===== src/rtl/wakeup_pkg.sv =====
// constants and register map of the periodic wakeup counter
//
// Contract
// - tick count register reads the current count; writes to it are ignored
// - tick count clears on reset, wrap value write, or changed source/divider
// - with wrap value zero, flag sets on every prescaler output edge
// - reset loads wrap value with zero
// - any wrap value write clears prescaler and tick count
// - after reset counter stopped at zero, wrap zero, prescaler off
// - after reset the low-power oscillator is the selected source
// - prescaler off while divider select is zero; any nonzero code starts it
// - source select chooses oscillator, external or internal reference clock
// - source code 00 oscillator, 01 external, 1x internal reference
// - changed source select clears prescaler and count; same value does not
// - divide ratio set by divider select and source select low bit
// - divide table: binary and decimal ratios per source low bit; code 0 off
// - changed divider select clears prescaler and tick count
// - wrap value accepts any 8-bit setting
// - count advances per prescaler period to wrap value, then returns to zero
// - flag sets on the step from wrap value to zero
// - interrupt request asserted while flag and enable are both set
// - writing one to the flag bit clears flag and interrupt request
// - writing zero to flag bit does nothing; reset clears flag
package wakeup_pkg;
   localparam logic [11:0] CTRL_OFS     = 12'h000;
   localparam logic [11:0] COUNT_OFS    = 12'h004;
   localparam logic [11:0] WRAP_OFS     = 12'h008;
   localparam int          FLAG_BIT     = 7;
   localparam int          SRC_HI       = 6;
   localparam int          SRC_LO       = 5;
   localparam int          IRQEN_BIT    = 4;
   localparam int          DIV_HI       = 3;
   localparam logic [7:0]  WRAP_RST     = 8'h00;
   localparam logic [7:0]  COUNT_RST    = 8'h00;
   localparam logic [1:0]  SRC_RST      = 2'h0;
   localparam logic [3:0]  DIV_RST      = 4'h0;
   localparam int          PRE_W        = 18;

   typedef enum logic [1:0] {
      SRC_OSC = 2'b00,
      SRC_EXT = 2'b01,
      SRC_INT = 2'b10
   } src_t;

   // divide ratio for a divider code and source low bit; zero means off
   function automatic logic [PRE_W-1:0] div_ratio(input logic [3:0] code,
                                                   input logic       hi);
      logic [PRE_W-1:0] r;
      r = '0;
      if (!hi) begin
         unique case (code)
            4'd0: r = 18'd0;      4'd1: r = 18'd8;      4'd2: r = 18'd32;
            4'd3: r = 18'd64;     4'd4: r = 18'd128;    4'd5: r = 18'd256;
            4'd6: r = 18'd512;    4'd7: r = 18'd1024;   4'd8: r = 18'd1;
            4'd9: r = 18'd2;      4'd10: r = 18'd4;     4'd11: r = 18'd10;
            4'd12: r = 18'd16;    4'd13: r = 18'd100;   4'd14: r = 18'd500;
            4'd15: r = 18'd1000;
         endcase
      end else begin
         unique case (code)
            4'd0: r = 18'd0;      4'd1: r = 18'd1024;   4'd2: r = 18'd2048;
            4'd3: r = 18'd4096;   4'd4: r = 18'd8192;   4'd5: r = 18'd16384;
            4'd6: r = 18'd32768;  4'd7: r = 18'd65536;  4'd8: r = 18'd1000;
            4'd9: r = 18'd2000;   4'd10: r = 18'd5000;  4'd11: r = 18'd10000;
            4'd12: r = 18'd20000; 4'd13: r = 18'd50000; 4'd14: r = 18'd100000;
            4'd15: r = 18'd200000;
         endcase
      end
      return r;
   endfunction : div_ratio
endpackage : wakeup_pkg


===== src/rtl/wakeup_prescaler.sv =====
// prescaler: counts source clock edges and emits one tick per divide period
`timescale 1ns/1ps
module wakeup_prescaler
   import wakeup_pkg::*;
(
   input  wire logic             i_mclk,   // system clock
   input  wire logic             i_rst_n,  // synchronised reset, active low
   input  wire logic             i_ce,     // clock enable
   input  wire logic             i_clr,    // clear prescaler count
   input  wire logic             i_edge,   // one rising edge of selected source
   input  wire logic [PRE_W-1:0] i_ratio,  // divide ratio, zero is off
   output logic                  o_tick    // one-cycle tick per period
);
   logic [PRE_W-1:0] cnt_q;

   always_ff @(posedge i_mclk or negedge i_rst_n) begin
      if (!i_rst_n) begin
         cnt_q  <= '0;
         o_tick <= 1'b0;
      end else if (i_ce) begin
         o_tick <= 1'b0;
         if (i_clr || i_ratio == '0) begin
            cnt_q <= '0;
         end else if (i_edge) begin
            if (cnt_q >= i_ratio - 18'd1) begin
               cnt_q  <= '0;
               o_tick <= 1'b1;
            end else begin
               cnt_q <= cnt_q + 18'd1;
            end
         end
      end
   end
endmodule : wakeup_prescaler


===== src/rtl/wakeup_counter.sv =====
// periodic wakeup counter with ahb-lite register slave
`timescale 1ns/1ps
module wakeup_counter
   import wakeup_pkg::*;
(
   input  wire logic        i_mclk,       // system clock 125 MHz
   input  wire logic        i_rst_n,      // async reset, active low
   input  wire logic        i_ce,         // clock enable, freezes state when low
   input  wire logic        i_osc_clk,    // low-power oscillator clock, async
   input  wire logic        i_ext_clk,    // external reference clock, async
   input  wire logic        i_int_clk,    // internal reference clock, async
   input  wire logic        i_hsel,       // slave select
   input  wire logic [11:0] i_haddr,      // byte address
   input  wire logic [1:0]  i_htrans,     // transfer type
   input  wire logic        i_hwrite,     // write when high
   input  wire logic [2:0]  i_hsize,      // transfer size
   input  wire logic        i_hready,     // bus ready in
   input  wire logic [31:0] i_hwdata,     // write data
   output logic [31:0]      o_hrdata,     // read data
   output logic             o_hreadyout,  // slave ready
   output logic             o_hresp,      // always okay
   output logic             o_irq         // wrap interrupt request
);
   import wakeup_pkg::*;

   logic [1:0]  rst_sync_q;
   logic        rst_n;
   logic [2:0]  osc_s_q;
   logic [2:0]  ext_s_q;
   logic [2:0]  int_s_q;
   logic        src_edge;
   logic        ph_wr_q;
   logic        ph_rd_q;
   logic [11:0] ph_addr_q;
   logic        wr_ctrl;
   logic        wr_wrap;
   logic        src_chg;
   logic        div_chg;
   logic        clr;
   logic [1:0]  src_q;
   logic [3:0]  div_q;
   logic        irq_en_q;
   logic        flag_q;
   logic [7:0]  wrap_q;
   logic [7:0]  count_q;
   logic        tick;
   logic        wrap_evt;
   logic [PRE_W-1:0] ratio;

   // reset release through two flops
   always_ff @(posedge i_mclk or negedge i_rst_n) begin
      if (!i_rst_n) begin
         rst_sync_q <= 2'b00;
      end else begin
         rst_sync_q <= {rst_sync_q[0], 1'b1};
      end
   end
   assign rst_n = rst_sync_q[1];

   // source clocks: two sync flops then a third for edge detect
   always_ff @(posedge i_mclk or negedge rst_n) begin
      if (!rst_n) begin
         osc_s_q <= 3'b000;
         ext_s_q <= 3'b000;
         int_s_q <= 3'b000;
      end else if (i_ce) begin
         osc_s_q <= {osc_s_q[1:0], i_osc_clk};
         ext_s_q <= {ext_s_q[1:0], i_ext_clk};
         int_s_q <= {int_s_q[1:0], i_int_clk};
      end
   end

   // source mux
   always_comb begin
      unique casez (src_q)
         2'b00:   src_edge = osc_s_q[1] & ~osc_s_q[2];
         2'b01:   src_edge = ext_s_q[1] & ~ext_s_q[2];
         default: src_edge = int_s_q[1] & ~int_s_q[2];
      endcase
   end

   assign ratio = div_ratio(div_q, src_q[0]);

   // ahb-lite address phase capture; zero wait states
   always_ff @(posedge i_mclk or negedge rst_n) begin
      if (!rst_n) begin
         ph_wr_q   <= 1'b0;
         ph_rd_q   <= 1'b0;
         ph_addr_q <= 12'h000;
      end else if (i_ce) begin
         if (i_hready) begin
            ph_wr_q   <= i_hsel && i_htrans[1] && i_hwrite;
            ph_rd_q   <= i_hsel && i_htrans[1] && !i_hwrite;
            ph_addr_q <= i_haddr;
         end
      end
   end

   assign wr_ctrl = ph_wr_q && ph_addr_q[11:2] == CTRL_OFS[11:2];
   assign wr_wrap = ph_wr_q && ph_addr_q[11:2] == WRAP_OFS[11:2];
   assign src_chg = wr_ctrl && i_hwdata[SRC_HI:SRC_LO] != src_q;
   assign div_chg = wr_ctrl && i_hwdata[DIV_HI:0] != div_q;
   assign clr     = wr_wrap || src_chg || div_chg;

   // control fields
   always_ff @(posedge i_mclk or negedge rst_n) begin
      if (!rst_n) begin
         src_q    <= SRC_RST;
         div_q    <= DIV_RST;
         irq_en_q <= 1'b0;
      end else if (i_ce && wr_ctrl) begin
         src_q    <= i_hwdata[SRC_HI:SRC_LO];
         div_q    <= i_hwdata[DIV_HI:0];
         irq_en_q <= i_hwdata[IRQEN_BIT];
      end
   end

   // wrap value, full 8-bit range
   always_ff @(posedge i_mclk or negedge rst_n) begin
      if (!rst_n) begin
         wrap_q <= WRAP_RST;
      end else if (i_ce && wr_wrap) begin
         wrap_q <= i_hwdata[7:0];
      end
   end

   wakeup_prescaler u_pre (
      .i_mclk  (i_mclk),
      .i_rst_n (rst_n),
      .i_ce    (i_ce),
      .i_clr   (clr),
      .i_edge  (src_edge),
      .i_ratio (ratio),
      .o_tick  (tick)
   );

   assign wrap_evt = tick && count_q == wrap_q;

   // tick counter; writes to its own address are ignored
   always_ff @(posedge i_mclk or negedge rst_n) begin
      if (!rst_n) begin
         count_q <= COUNT_RST;
      end else if (i_ce) begin
         if (clr) begin
            count_q <= COUNT_RST;
         end else if (tick) begin
            count_q <= wrap_evt ? COUNT_RST : count_q + 8'd1;
         end
      end
   end

   // wrap flag: set wins over clear
   always_ff @(posedge i_mclk or negedge rst_n) begin
      if (!rst_n) begin
         flag_q <= 1'b0;
      end else if (i_ce) begin
         if (wrap_evt) begin
            flag_q <= 1'b1;
         end else if (wr_ctrl && i_hwdata[FLAG_BIT]) begin
            flag_q <= 1'b0;
         end
      end
   end

   // interrupt output, registered
   always_ff @(posedge i_mclk or negedge rst_n) begin
      if (!rst_n) begin
         o_irq <= 1'b0;
      end else if (i_ce) begin
         o_irq <= flag_q && irq_en_q;
      end
   end

   // read data registered at the address phase
   always_ff @(posedge i_mclk or negedge rst_n) begin
      if (!rst_n) begin
         o_hrdata <= 32'h0000_0000;
      end else if (i_ce) begin
         o_hrdata <= 32'h0000_0000;
         if (i_hready && i_hsel && i_htrans[1] && !i_hwrite) begin
            unique case (i_haddr[11:2])
               CTRL_OFS[11:2]:  o_hrdata <= {24'h00_0000, flag_q, src_q, irq_en_q, div_q};
               COUNT_OFS[11:2]: o_hrdata <= {24'h00_0000, count_q};
               WRAP_OFS[11:2]:  o_hrdata <= {24'h00_0000, wrap_q};
               default:         o_hrdata <= 32'h0000_0000;
            endcase
         end
      end
   end

   always_ff @(posedge i_mclk or negedge rst_n) begin
      if (!rst_n) begin
         o_hreadyout <= 1'b1;
         o_hresp     <= 1'b0;
      end else begin
         o_hreadyout <= 1'b1;
         o_hresp     <= 1'b0;
      end
   end
endmodule : wakeup_counter


===== config.mk =====
export PLATFORM = sky130hd
export DESIGN_NAME = wakeup_counter
export DESIGN_NICKNAME = d
export VERILOG_FILES = /design/src/rtl/wakeup_pkg.sv /design/src/rtl/wakeup_prescaler.sv /design/src/rtl/wakeup_counter.sv
export SDC_FILE = /design/constraint.sdc
export NUM_CORES = 1
export LEC_CHECK = 0
export BUFFER_PORTS_ARGS = -buffer_cell sky130_fd_sc_hd__buf_2
export CORE_MARGIN = 4
export CORE_UTILIZATION = 40
export DETAILED_ROUTE_END_ITERATION = 10
export PLACE_DENSITY_LB_ADDON = 0.25
export SLEW_MARGIN = 20
export SYNTH_ARGS = -nofsm -noshare
export SYNTH_HDL_FRONTEND = slang
export SYNTH_SLANG_ARGS = --single-unit
export TNS_END_PERCENT = 10

===== constraint.sdc =====
create_clock -name i_mclk -period 2.4 [get_ports i_mclk]
set_input_delay 0.48 -clock i_mclk [delete_from_list [all_inputs] [get_ports i_mclk]]
set_output_delay 0.48 -clock i_mclk [all_outputs]
set_load 0.1 [all_outputs]

Yosys cells after proc, flatten, opt, wreduce, memory -nomap -nowiden
Memories as Yosys holds them, arrays and structs flattened.
Index checks and enable logic that the tools add are counted.
{"block": "word_totals", "input_bits": 58, "word_cells": 79, "output_inout_bits": 35, "register_bits": 100, "n_memories": 2, "rom_bits": 416}
{"block": "op_classes", "reduce_logical": 29, "n_addsub": 3, "eq_ne": 7, "magnitude_cmp": 1, "bitwise_logic": 6, "n_mux": 15}
{"name": "(no name shown)", "words": 16, "width": 15, "rd": 1, "rd_ports_with_merged_regs": 0, "wr": 0, "line": "wakeup_pkg.sv:60", "rtl": "unique case (code)"}
{"name": "(no name shown)", "words": 16, "width": 11, "rd": 1, "rd_ports_with_merged_regs": 0, "wr": 0, "line": "wakeup_pkg.sv:51", "rtl": "unique case (code)"}
{"operator": "$mux 18", "count": 4}
{"operator": "$mux 32", "count": 1}
{"operator": "$mux 8", "count": 3}
{"operator": "$pmux 8 s3", "count": 1}
{"operator": "$eq 10x2->1 const B", "count": 2}
{"operator": "$logic_not 10->1", "count": 2}
{"operator": "$add 18x1->18 const B", "count": 1}
{"operator": "$ge 18x18->1", "count": 1}
{"operator": "$logic_not 18->1", "count": 1}
{"operator": "$sub 18x1->18 const B", "count": 1}
{"operator": "$logic_and 1x1->1", "count": 14}
{"operator": "$eq 10x1->1 const B", "count": 1}
{"operator": "$add 8x1->8 const B", "count": 1}
{"operator": "$eq 8x8->1", "count": 1}
{"operator": "$reduce_and 2->1", "count": 4}
{"operator": "$reduce_bool 2->1", "count": 3}
{"operator": "$mux 1", "count": 5}
{"operator": "$ne 4x4->1", "count": 1}
{"operator": "$and 1x1->1", "count": 3}
{"operator": "$logic_or 1x1->1", "count": 3}
{"operator": "$not 1->1", "count": 3}
{"operator": "$eq 2x1->1 const B", "count": 1}
{"operator": "$logic_not 2->1", "count": 1}
{"operator": "$ne 2x2->1", "count": 1}
{"operator": "other kinds (2)", "count": 2}

Depth between registers and ports, before layout
Gate-level depths: netlist of run 1.
{"block": "depth", "depth_word": 8, "mapped_depth": 19, "depth_no_buf": 17}

Modules after synthesis
Synthesis of run 1 repeated with hierarchy kept, for this count alone.
{"block": "hier_totals", "hier_cells": 543, "area_unflattened_um2": 5063.6}
{"mod": "wakeup_counter", "area_per_inst_um2": 3211.8, "cells_each": 321, "instances": 1, "seq_area_each_um2": 1376.3}
{"mod": "wakeup_prescaler", "area_per_inst_um2": 1851.8, "cells_each": 222, "instances": 1, "seq_area_each_um2": 475.5}

Worst setup path after synthesis of run 1
No wires, ideal clock.
{"block": "synth_timing", "path_kind": "register to register", "startpoint": "register div_q[1]", "endpoint": "register u_pre.cnt_q[15]", "path_slack_ps": -1842, "t_arrival_ps": 4109, "setup_time_ps": 132, "synth_period_minus_slack_ps": 4242, "t_required_ps": 2268, "stages_incl_launch_ff": 19, "path_buffers": 2, "cell_sequence": "dfrtp_1 > buf_2 > inv_1 > ha_1 > nor2b_1 > a221o_1 > or3_4 > nor3_4 > nand3_1 > nor3_1 > xnor2_1 > ha_1 > nand4_1 > a311o_1 > o221ai_1 > clkbuf_1 > o21ai_0 > a21oi_1 > o22ai_1"}
{"block": "synth_via", "elab_chain_len": 7, "word_cells_on_any_way": 15, "classes_between": "add/sub: 1; order compare: 1; eq/ne: 1; mux: 4; reduce/logical: 6; memory: 2"}
{"item": "from (decl)", "line": "wakeup_counter.sv:41", "rtl": "logic [3:0] div_q;"}
{"item": "from (signal assigned)", "line": "wakeup_counter.sv:113", "rtl": "div_q <= i_hwdata[DIV_HI:0];"}
{"item": "$mem_v2 16x11 / $mem_v2 16x15 (equally long branches)"}
{"item": "$mux 18", "line": "wakeup_pkg.sv:50", "rtl": "if (!hi) begin"}
{"item": "$sub 18x1->18", "line": "wakeup_prescaler.sv:25", "rtl": "if (cnt_q >= i_ratio - 18'd1) begin"}
{"item": "$ge 18x18->1", "line": "wakeup_prescaler.sv:25"}
{"item": "$mux 18", "line": "wakeup_prescaler.sv:25"}
{"item": "$mux 18", "line": "wakeup_prescaler.sv:24", "rtl": "end else if (i_edge) begin"}
{"item": "$mux 18", "line": "wakeup_prescaler.sv:22", "rtl": "if (i_clr || i_ratio == '0) begin"}
{"item": "to (signal assigned)", "line": "wakeup_prescaler.sv:29", "rtl": "cnt_q <= cnt_q + 18'd1;"}
{"item": "to (decl)", "line": "wakeup_prescaler.sv:14", "rtl": "logic [PRE_W-1:0] cnt_q;"}
Several ways; a longest one is shown, not always the timed one. The select of a mux whose other input is x is not followed.
A chain may end at the register's enable or synchronous reset.

Final worst setup path of run 1
{"block": "layout_timing", "startpoint": "register div_q[1]", "endpoint": "register u_pre.cnt_q[11]"}
The elaborated chain is that of the path after synthesis.

==> flow_summary_export.csv, run 1 <==
group,metric,value,unit
status,status,"finished with violations",
status,violations,"setup timing",
critical_path,path_buf_inv,4,
timing,maxSlewViolCount,0,
global_route,grt_pass1_wl,21700,um
logic_synthesis,netlist_area,5010,um2
power,p_leak,3.11,nW
global_route,grt_pass1_vias,4430,
finish,post-route-cell-area,6610,um2
finish,area_delta_synth_final,32.1,%
place,place_ws,-1.72,ns
place,dpl_cell_area,6020,um2
timing,fin_skew,0.00643,ns
die,top_level_ports,93,
finish,drive_above_1_share,0.353,
timing,setup_ws,-1.69,ns
routing,wl_per_cell,15.3,um
logic_synthesis,ys_types,63,
finish,fin_nets,760,
global_route,antenna_found_initial,0,
die,die_h,120,um
routing,via_per_inst,5.25,
timing,setup_viol,19,
global_route,grt_max_degree,35,
clocking,cts_root_buffer,"clkbuf_16",
clocking,cts.path.max_buffers,2,
routing,drc_errors,0,
timing,tightest_slew,0.760,ns
die,start_util,0.413,
finish,regArea,1860,um2
timing,grt_setup_unrepaired,"yes",
logic_synthesis,avgSynthCellArea,9.27,um2
place,port_buffers,36,
die,core,12100,um2
finish,fillers,1100,
critical_path,crit_fanout,5,
timing,whs,0.318,ns
finish,multi_input_area,3080,um2
logic_synthesis,ys.flop_type,"dfrtp_1",
routing,drt-total-wl,13000,um
critical_path,reg2reg_from,"div_q[1]",
routing,num_vias,4444,
place,finalWeightedCongestion,0.853,
critical_path,crit_arrival,4.36,ns
logic_synthesis,syn-instance-count,540,
global_route,grt-ovfl-total,0,
timing,finalCriticalPeriod,4.09,ns
routing,drt_iter0_markers,305,
logic_synthesis,seq_area_frac_synth,0.370,
routing,ant_nets,0,
logic_synthesis,yosysWarnings,0,
die,die_x,120,um
logic_synthesis,async_flop_share,1.00,
clocking,htree_levels,3,
logic_synthesis,synth_enable_flop_cells,0,
power,p_total,4.02,mW
worst_hold_path,hp-class,"reg -> async",
clocking,path_clk_slew,0.06,ns
critical_path,path_class,"reg -> reg",
power,vdd_drop_max,464,uV
die,row_count,40,
routing,dr.pass1.iters,5,
finish,antenna_cells,0,
die,dieArea,14400,um2
critical_path,critPathTopFamily,"simple AND/OR/NAND/NOR gates",
critical_path,worstPathRequired,2.67,ns
global_route,track_usage,0.184,
run,maxCapViolCount,0,
clocking,tritoncts,"yes",
timing,finalSetupTns,-30.35,ns
power,p_per_area,608,nW/um2
critical_path,end_kind,"register",
timing,fmax,244,MHz
critical_path,startpoint_type,"register",
place,dp_hpwl,9980,um
timing,hold_viol_final,0,
timing,maxSlewHeadroom,0.493,
critical_path,path_cells,"buf_4 > ha_4 > nor3_2 > o31ai_2 > or3_4 > nor3_4 > and3_4 > buf_4 > nand2_1 > xnor2_2 > ha_1 > a21oi_2 > nor2_1 > a211oi_2 > o221ai_4 > buf_6 > nor3_4 > clkbuf_16 > a22o_1",
timing,final.period_utilization,1.70,
critical_path,startpoint,"div_q[1]",
clocking,cts_buffers,9,
clocking,clock_latency,0.33,ns
clocking,clock_sinks,74,
critical_path,cp_slowest_cell,"dfrtp_2",
logic_synthesis,synth_seq_cells,74,
critical_path,slowest_delay,0.47,ns
==> flip-flops by register name, summed over array words and instances (netlist names), 2 cells and up <==
name and flops:
ph_addr_q 10, rst_sync_q 2, osc_s_q 3, ext_s_q 3, src_q 2, o_hrdata 8
u_pre.cnt_q 18, div_q 4, int_s_q 3, wrap_q 8, count_q 8
==> where the power goes <==
group | internal [mW] | switching, mW | total (mW)
clock network | 0.914 | 0.529 | 1.44
logic | 0.440 | 0.618 | 1.06
registers | 1.37 | 0.153 | 1.52
==> kinds of logic after synthesis <==
family / Yosys count / synth area share
buffers and inverters: 73 / 0.0825
adders and majority gates: 29 / 0.0725
other: 2 / 0.00150
muxes: 40 / 0.0877
and+or+nand+nor: 180 / 0.181
DFF: 74 / 0.370
AOI/OAI and AO/OA: 109 / 0.147
xor gates and xnor gates: 33 / 0.0577
==> repair_timing <==
item                                   CTS  global route
pin swaps                               12            15
buffers inserted                         4             5
hold buffers                             1             0
setup endpoints to repair               19            20
resized for setup                       14            22
cloned                                   1             1
endpoints found under the hold margin    2             0
==> final timing paths <==
kind	end	cells after the start	slack, ns
hold reg to reg	ext_s_q[1]	0	0.32
min in group i_mclk	rst_sync_q[1]	0	0.35
hold / removal	ext_s_q[1]	0	0.32
setup / recovery	u_pre.cnt_q[11]	19	-1.69
setup reg to reg	u_pre.cnt_q[11]	19	-1.69
max in group asynchronous	count_q[7]	1	1.46
==> metrics by stage <==
stage                util  instances
floorplan               -        565
global placement    0.497        819
detailed placement  0.497        819
CTS                 0.533        840
global route        0.546        846
finish              0.546        846
==> per-layer routing <==
metal  part of all wire  up-vias  track usage  wire (um)
met1               0.46     2163        0.251       5950
met4              0.022        0       0.0530        280
met2               0.48      118        0.296       6190
li1                   -     2140            -          -
met5                  0        -            0          0
met3              0.043       23       0.0386        553
==> final cells by class <==
type	count	area share
multi-input cells	419	0.465
flip-flops and latches	74	0.281
repair buffers	144	0.159
clock buffers	10	0.0346
well taps	168	0.0318
inverters	25	0.0153
clock inverters	6	0.0136
==> Yosys cell counts (all sizes together), types with 4 or more instances <==
cell | instances | share of area
a21o | 11 | 0.016
a21oi | 24 | 0.025
a22o | 11 | 0.019
and2 | 4 | 0.0050
and3 | 5 | 0.0062
buf | 39 | 0.057
clkbuf | 9 | 0.0067
dfrtp | 74 | 0.37
ha | 29 | 0.072
inv | 25 | 0.019
mux2 | 31 | 0.070
mux2i | 9 | 0.018
nand2 | 40 | 0.030
nand2b | 4 | 0.0050
nand3 | 24 | 0.024
nand4 | 10 | 0.012
nor2 | 46 | 0.036
nor2b | 10 | 0.012
nor3 | 19 | 0.022
nor4 | 5 | 0.0062
o21ai | 18 | 0.018
o22ai | 17 | 0.021
o31ai | 4 | 0.0060
xnor2 | 15 | 0.026
xor2 | 18 | 0.031
==> placed cells by master, fill, tap and decap left out, drive strengths merged, types with 2 or more instances in the layout <==
cell	Yosys	layout
buf	39	142
dfrtp	74	74
nor2	46	47
nand2	40	40
mux2	31	31
ha	29	29
conb	2	27
inv	25	26
nand3	24	24
a21oi	24	24
nor3	19	19
xor2	18	18
o21ai	18	18
o22ai	17	17
xnor2	15	15
a21o	11	11
a22o	11	11
clkbuf	9	11
nand4	10	10
nor2b	10	10
mux2i	9	9
nor4	5	5
and3	5	5
and2	4	4
nand2b	4	4
o31ai	4	4
or2	3	3
or3	3	3
a211oi	3	3
a311o	2	2
a22oi	2	2
a31oi	2	2
o21a	2	2
nor4b	2	2
bufinv	0	2
o41ai	2	2
clkinv	0	2
Power figures use the tool's default switching activity.
==> run 2, diff against run 1 <==
Settings changed: CORE_UTILIZATION 40 to 51.
==> run 2 against run 1 <==
Power down 10%; sequential power about the same; the flow still finishes with violations (setup timing); clock skew up 0.0057 ns; core utilization up 11 points; critical path type unchanged.
==> flow_summary_export.csv, run 2 (synthesis results as in run 1) <==
group,metric,value,unit
status,status,"finished with violations",
status,violations,"setup timing",
routing,drt_iter0_markers,171,
place,dp_hpwl,9180,um
global_route,grt-ovfl-total,0,
routing,wl_per_cell,15.4,um
routing,wl_met2,5830,um
power,power_frac_seq,0.418,
finish,fin_util,0.658,
die,start_util,0.532,
global_route,antenna_found_initial,0,
power,vdd_drop_max,398,uV
finish,final_cell_mix,"buf_4, dfrtp_1, nor2_1",
clocking,cts_root_buffer,"clkbuf_8",
clocking,tritoncts,"yes",
clocking,clock_latency,0.35,ns
place,place_inst,760,
routing,m1WireLength,5330,um
critical_path,r2r_slack,-1.59,ns
routing,dr_wl_met3,646,um
clocking,path_clk_slew,0.08,ns
global_route,track_usage,0.215,
clocking,clock_sinks,74,
critical_path,path_class,"reg -> reg",
finish,drive_above_1_share,0.324,
routing,highest_layer,"met4",
power,p_leak,2.92,nW
finish,final_common_cell,"buf_4",
routing,drc_errors,0,
critical_path,end_kind,"register",
timing,maxSlewViolCount,0,
finish,instances_no_fill,784,
routing,via_per_inst,5.60,
finish,antenna_cells,0,
global_route,grt_pass1_wl,19900,um
timing,tightest_slew,0.642,ns
run,maxCapViolCount,0,
place,dpl_cell_area,5820,um2
timing,hold_viol_final,0,
critical_path,reg2reg_from,"div_q[1]",
global_route,grt_max_degree,69,
finish,largest_reg_flops,18,
worst_hold_path,hp-class,"reg -> async",
clocking,cts.path.max_buffers,2,
timing,finalSetupTns,-29.25,ns
clocking,cts_buffers,9,
power,combPwrFrac,0.281,
power,pwr-share-clk,0.301,
power,internal-power,2.36,mW
die,die_x,107,um
die,row_count,35,
finish,regMostFlops,"u_pre.cnt_q",
timing,finalCriticalPeriod,3.99,ns
routing,ant_nets,0,
finish,area_delta_synth_final,23.8,%
routing,drt-total-wl,12100,um
timing,setup_viol,19,
routing,num_vias,4393,
power,p_per_area,582,nW/um2
global_route,grt_pass1_vias,4241,
finish,fin_nets,737,
timing,final.period_utilization,1.66,
die,die_h,107,um
critical_path,crit_arrival,4.24,ns
timing,maxSlewHeadroom,0.572,
die,core,9420,um2
power,p_sw_frac,0.345,
timing,grt_setup_unrepaired,"yes",
place,finalWeightedCongestion,0.908,
timing,fmax,251,MHz
place,port_buffers,36,
finish,post-route-cell-area,6200,um2
critical_path,worstPathRequired,2.65,ns
critical_path,startpoint,"div_q[1]",
finish,largestRegisters,"u_pre.cnt_q (18), ph_addr_q (10)",
die,top_level_ports,93,
timing,fin_skew,0.0121,ns
critical_path,startpoint_type,"register",
power,p_sw,1.24,mW
critical_path,crit_fanout,5,
routing,dr.pass1.iters,6,
timing,setup_ws,-1.59,ns
critical_path,r2r_cells,16,
die,dieArea,11500,um2
clocking,htree_levels,3,
## run 2: path summary, 6_finish.rpt
check                            endpoint
setup / recovery           u_pre.cnt_q[7]
hold / removal             u_pre.cnt_q[0]
setup reg to reg           u_pre.cnt_q[7]
hold reg to reg            u_pre.cnt_q[0]
max in group asynchronous        src_q[0]
min in group i_mclk         rst_sync_q[1]
## run 2: power by group through the flow
| stage | Clock [mW] | Combinational, mW | Sequential (mW) |
|---|---|---|---|
| 6_report | 1.09 | 1.01 | 1.51 |
| 5_1_grt | 1.16 | 1.10 | 1.52 |
| 4_1_cts | 1.11 | 0.979 | 1.50 |
| 3_5_place_dp | 0 | 0.941 | 1.52 |
| 3_3_place_gp | 0 | 0.908 | 1.52 |
| 2_1_floorplan | 0 | 0.748 | 1.50 |
## run 2: critical path: stages, from the launching register on
cell      delay [ns]
dfrtp_2         0.47
ha_4            0.18
nor2b_4         0.11
a221o_1         0.37
or3_4           0.35
nor3_4          0.30
and3_4          0.28
nand2_1         0.07
xnor2_1         0.14
ha_1            0.32
nand4_1         0.10
a311o_1         0.34
o221ai_2        0.23
buf_4           0.19
nor2_2          0.07
a21o_1          0.16
a22o_1          0.22
## run 2: repair_timing
item	in CTS	in global routing
pin swaps	12	16
endpoints found under the hold margin	2	0
endpoints found under the setup margin	19	20
setup buffers	2	4
hold buffers	1	0
gates resized for setup	9	13
gates cloned	1	0
## run 2: layout make-up
class,count,area [um2]
clock buffers,10,128
clock inverters,6,90.1
fillers,752,3220
inverters,25,101
multi-input cells,419,3020
flip-flops and latches,74,1860
well taps,129,161
repair buffers,121,837
## run 2: per-stage QoR
stage               setup slack, ns  power, mW  hold slack (ns)
global route                  -1.78       3.79            0.106
global placement              -1.50       2.43           0.0955
floorplan                     -1.41       2.25            0.184
finish                        -1.59       3.61           0.0858
detailed placement            -1.65       2.47           0.0957
CTS                           -1.58       3.59           0.0981
## run 2: layer usage
layer | global-route usage | up-vias
met4 | 0.0658 | 0
li1 | - | 2100
met2 | 0.357 | 159
met3 | 0.0367 | 36
met1 | 0.285 | 2098
met5 | 0 | -
==> run 3, diff against run 2 <==
Settings changed: CORE_UTILIZATION 51 to 53, CTS_BUF_LIST from default to sky130_fd_sc_hd__clkbuf_4 sky130_fd_sc_hd__clkbuf_8.
==> run 3 against run 2 <==
The run still ends with setup timing left; routed wire length increased by 2.3%; clock skew barely moved; non-clock buffer count increased by 11; worst setup slack got worse by 0.094 ns; via count down 1.6%; combinational power up 7%; flip-flop and latch count is the same; critical path depth grew 4; worst hold slack gained 0.040 ns; core utilization increased by 2.8 points.
==> flow_summary_export.csv, run 3 (synthesis results as in run 1) <==
group,metric,value,unit
power,p_leak,3.01,nW
power,p_per_area,576,nW/um2
critical_path,end_kind,"register",
critical_path,slowest_delay,0.45,ns
critical_path,worstPathRequired,2.69,ns
power,vdd_drop_max,421,uV
global_route,grt_max_degree,65,
finish,regMostFlops,"u_pre.cnt_q",
routing,via_per_inst,5.44,
finish,antenna_cells,0,
power,combPwrFrac,0.294,
power,internal-power,2.31,mW
routing,drc_errors,0,
timing,setup_ws,-1.68,ns
critical_path,cp_common_cell,"buf_6",
power,p_sw,1.34,mW
critical_path,cp_slowest_cell,"dfrtp_2",
place,finalWeightedCongestion,0.898,
timing,finalSetupTns,-30.59,ns
finish,area_delta_synth_final,26.7,%
routing,wl_per_cell,15.5,um
die,core,9240,um2
power,p_sw_frac,0.368,
finish,fin_nets,748,
critical_path,crit_arrival,4.38,ns
clocking,cts_root_buffer,"clkbuf_8",
status,status,"finished with violations",
clocking,htree_levels,3,
power,pwr-share-clk,0.290,
global_route,grt_pass1_wl,20700,um
critical_path,path_cells,"clkinv_4 > ha_4 > nor2b_4 > a221o_1 > or3_4 > nor3_4 > buf_6 > and3_4 > nand2_1 > xnor2_1 > ha_1 > a21oi_1 > nor2_1 > a211oi_2 > o221ai_4 > buf_6 > buf_6 > nor4b_4 > a21oi_1 > o22ai_1",
timing,fmax,245,MHz
finish,final_common_cell,"buf_4",
routing,num_vias,4324,
clocking,cts_buffers,9,
timing,setup_viol,19,
clocking,clock_sinks,74,
critical_path,path_class,"reg -> reg",
global_route,grt-ovfl-total,0,
clocking,clock_latency,0.37,ns
die,row_count,35,
routing,drt_iter0_markers,234,
timing,maxSlewHeadroom,0.518,
timing,hold_viol_final,0,
global_route,grt_pass1_vias,4343,
place,place_ws,-1.65,ns
status,violations,"setup timing",
place,port_buffers,36,
timing,finalCriticalPeriod,4.08,ns
power,p_total,3.65,mW
routing,ant_nets,0,
critical_path,r2r_slack,-1.68,ns
timing,tightest_slew,0.723,ns
power,power_frac_seq,0.416,
routing,drt-total-wl,12400,um
timing,whs,0.126,ns
place,dp_hpwl,9410,um
critical_path,startpoint_type,"register",
clocking,path_clk_slew,0.09,ns
critical_path,crit_fanout,4,
worst_hold_path,hp-class,"reg -> async",
global_route,antenna_found_initial,0,
clocking,cts.path.max_buffers,2,
timing,maxSlewViolCount,0,
run,maxCapViolCount,0,
routing,dr.pass1.iters,4,
finish,largestRegisters,"u_pre.cnt_q (18), ph_addr_q (10)",
die,die_x,105,um
clocking,tritoncts,"yes",
timing,fin_skew,0.0120,ns
die,top_level_ports,93,
timing,grt_setup_unrepaired,"yes",
finish,post-route-cell-area,6340,um2
finish,final_cell_mix,"buf_4, dfrtp_1, nor2_1",
place,dpl_cell_area,5870,um2
finish,drive_above_1_share,0.333,
timing,final.period_utilization,1.70,
finish,largest_reg_flops,18,
die,dieArea,11100,um2
global_route,track_usage,0.228,
die,die_h,105,um
die,start_util,0.542,
run 3: cell types whose count changed in the layout (fill, tap and decap cells not counted), sizes merged:
cell	previous run	this run
bufinv	2	1
clkbuf	10	9
clkinvlp	1	2
inv	26	28
clkinv	2	1
buf	120	131
run 3: power groups by stage:
| stage | sequential, mW | combinational (mW) | clock, mW |
|---|---|---|---|
| 3_3_place_gp | 1.52 | 0.912 | 0 |
| 6_report | 1.52 | 1.08 | 1.06 |
| 3_5_place_dp | 1.53 | 0.941 | 0 |
| 5_1_grt | 1.54 | 1.18 | 1.13 |
| 4_1_cts | 1.51 | 1.02 | 1.08 |
| 2_1_floorplan | 1.50 | 0.748 | 0 |
run 3: worst max-delay path, delay by kind of cell (launching register included):
family                   cells  cell delay (ns)
XOR/XNOR                     1             0.16
flip-flops                   1             0.45
AO/OA/AOI/OAI                6             1.14
adder cells (fa/ha/maj)      2             0.43
buffers and inverters        4             0.53
AND/OR/NAND/NOR              7             1.29
run 3: metrics by stage:
step,cells,util
final,795,0.686
after global routing,795,0.686
after floorplan,565,-
after global placement,765,0.635
after detailed placement,765,0.635
after CTS,787,0.669
run 3: area by class of cell:
type / instances / area [um2]
Multi-Input combinational cell: 419 / 3060
Fill cell: 741 / 2900
Sequential cell: 74 / 1860
Timing Repair Buffer: 132 / 963
Tap cell: 129 / 161
Clock buffer: 9 / 124
Inverter: 25 / 98.8
Clock inverter: 7 / 82.6
run 3: repair_timing:
| action | CTS | global route |
|---|---|---|
| cloned | 1 | 0 |
| buffers inserted | 5 | 8 |
| resized for setup | 14 | 16 |
| endpoints found under the hold margin | 2 | 0 |
| hold buffers | 1 | 0 |
| pin swaps | 15 | 32 |
| endpoints found under the setup margin | 19 | 19 |
run 3: routing by layer:
| metal | vias to the layer above | share of wire | track usage | wire (um) |
|---|---|---|---|---|
| li1 | 2124 | - | - | - |
| met1 | 2062 | 0.45 | 0.306 | 5610 |
| met2 | 114 | 0.48 | 0.371 | 5980 |
| met3 | 24 | 0.038 | 0.0358 | 474 |
| met4 | 0 | 0.024 | 0.0872 | 295 |
| met5 | - | 0 | 0 | 0 |
run 3: path summary, 6_finish.rpt:
check / startpoint / cells after the start / endpoint
max reg2reg: div_q[1] / 20 / u_pre.cnt_q[15]
min: rst_sync_q[1] / 0 / u_pre.cnt_q[9]
min reg2reg: rst_sync_q[1] / 0 / u_pre.cnt_q[9]
max in group asynchronous: rst_sync_q[1] / 1 / o_hrdata[5]
min in group i_mclk: i_int_clk / 2 / int_s_q[0]
max: div_q[1] / 20 / u_pre.cnt_q[15]
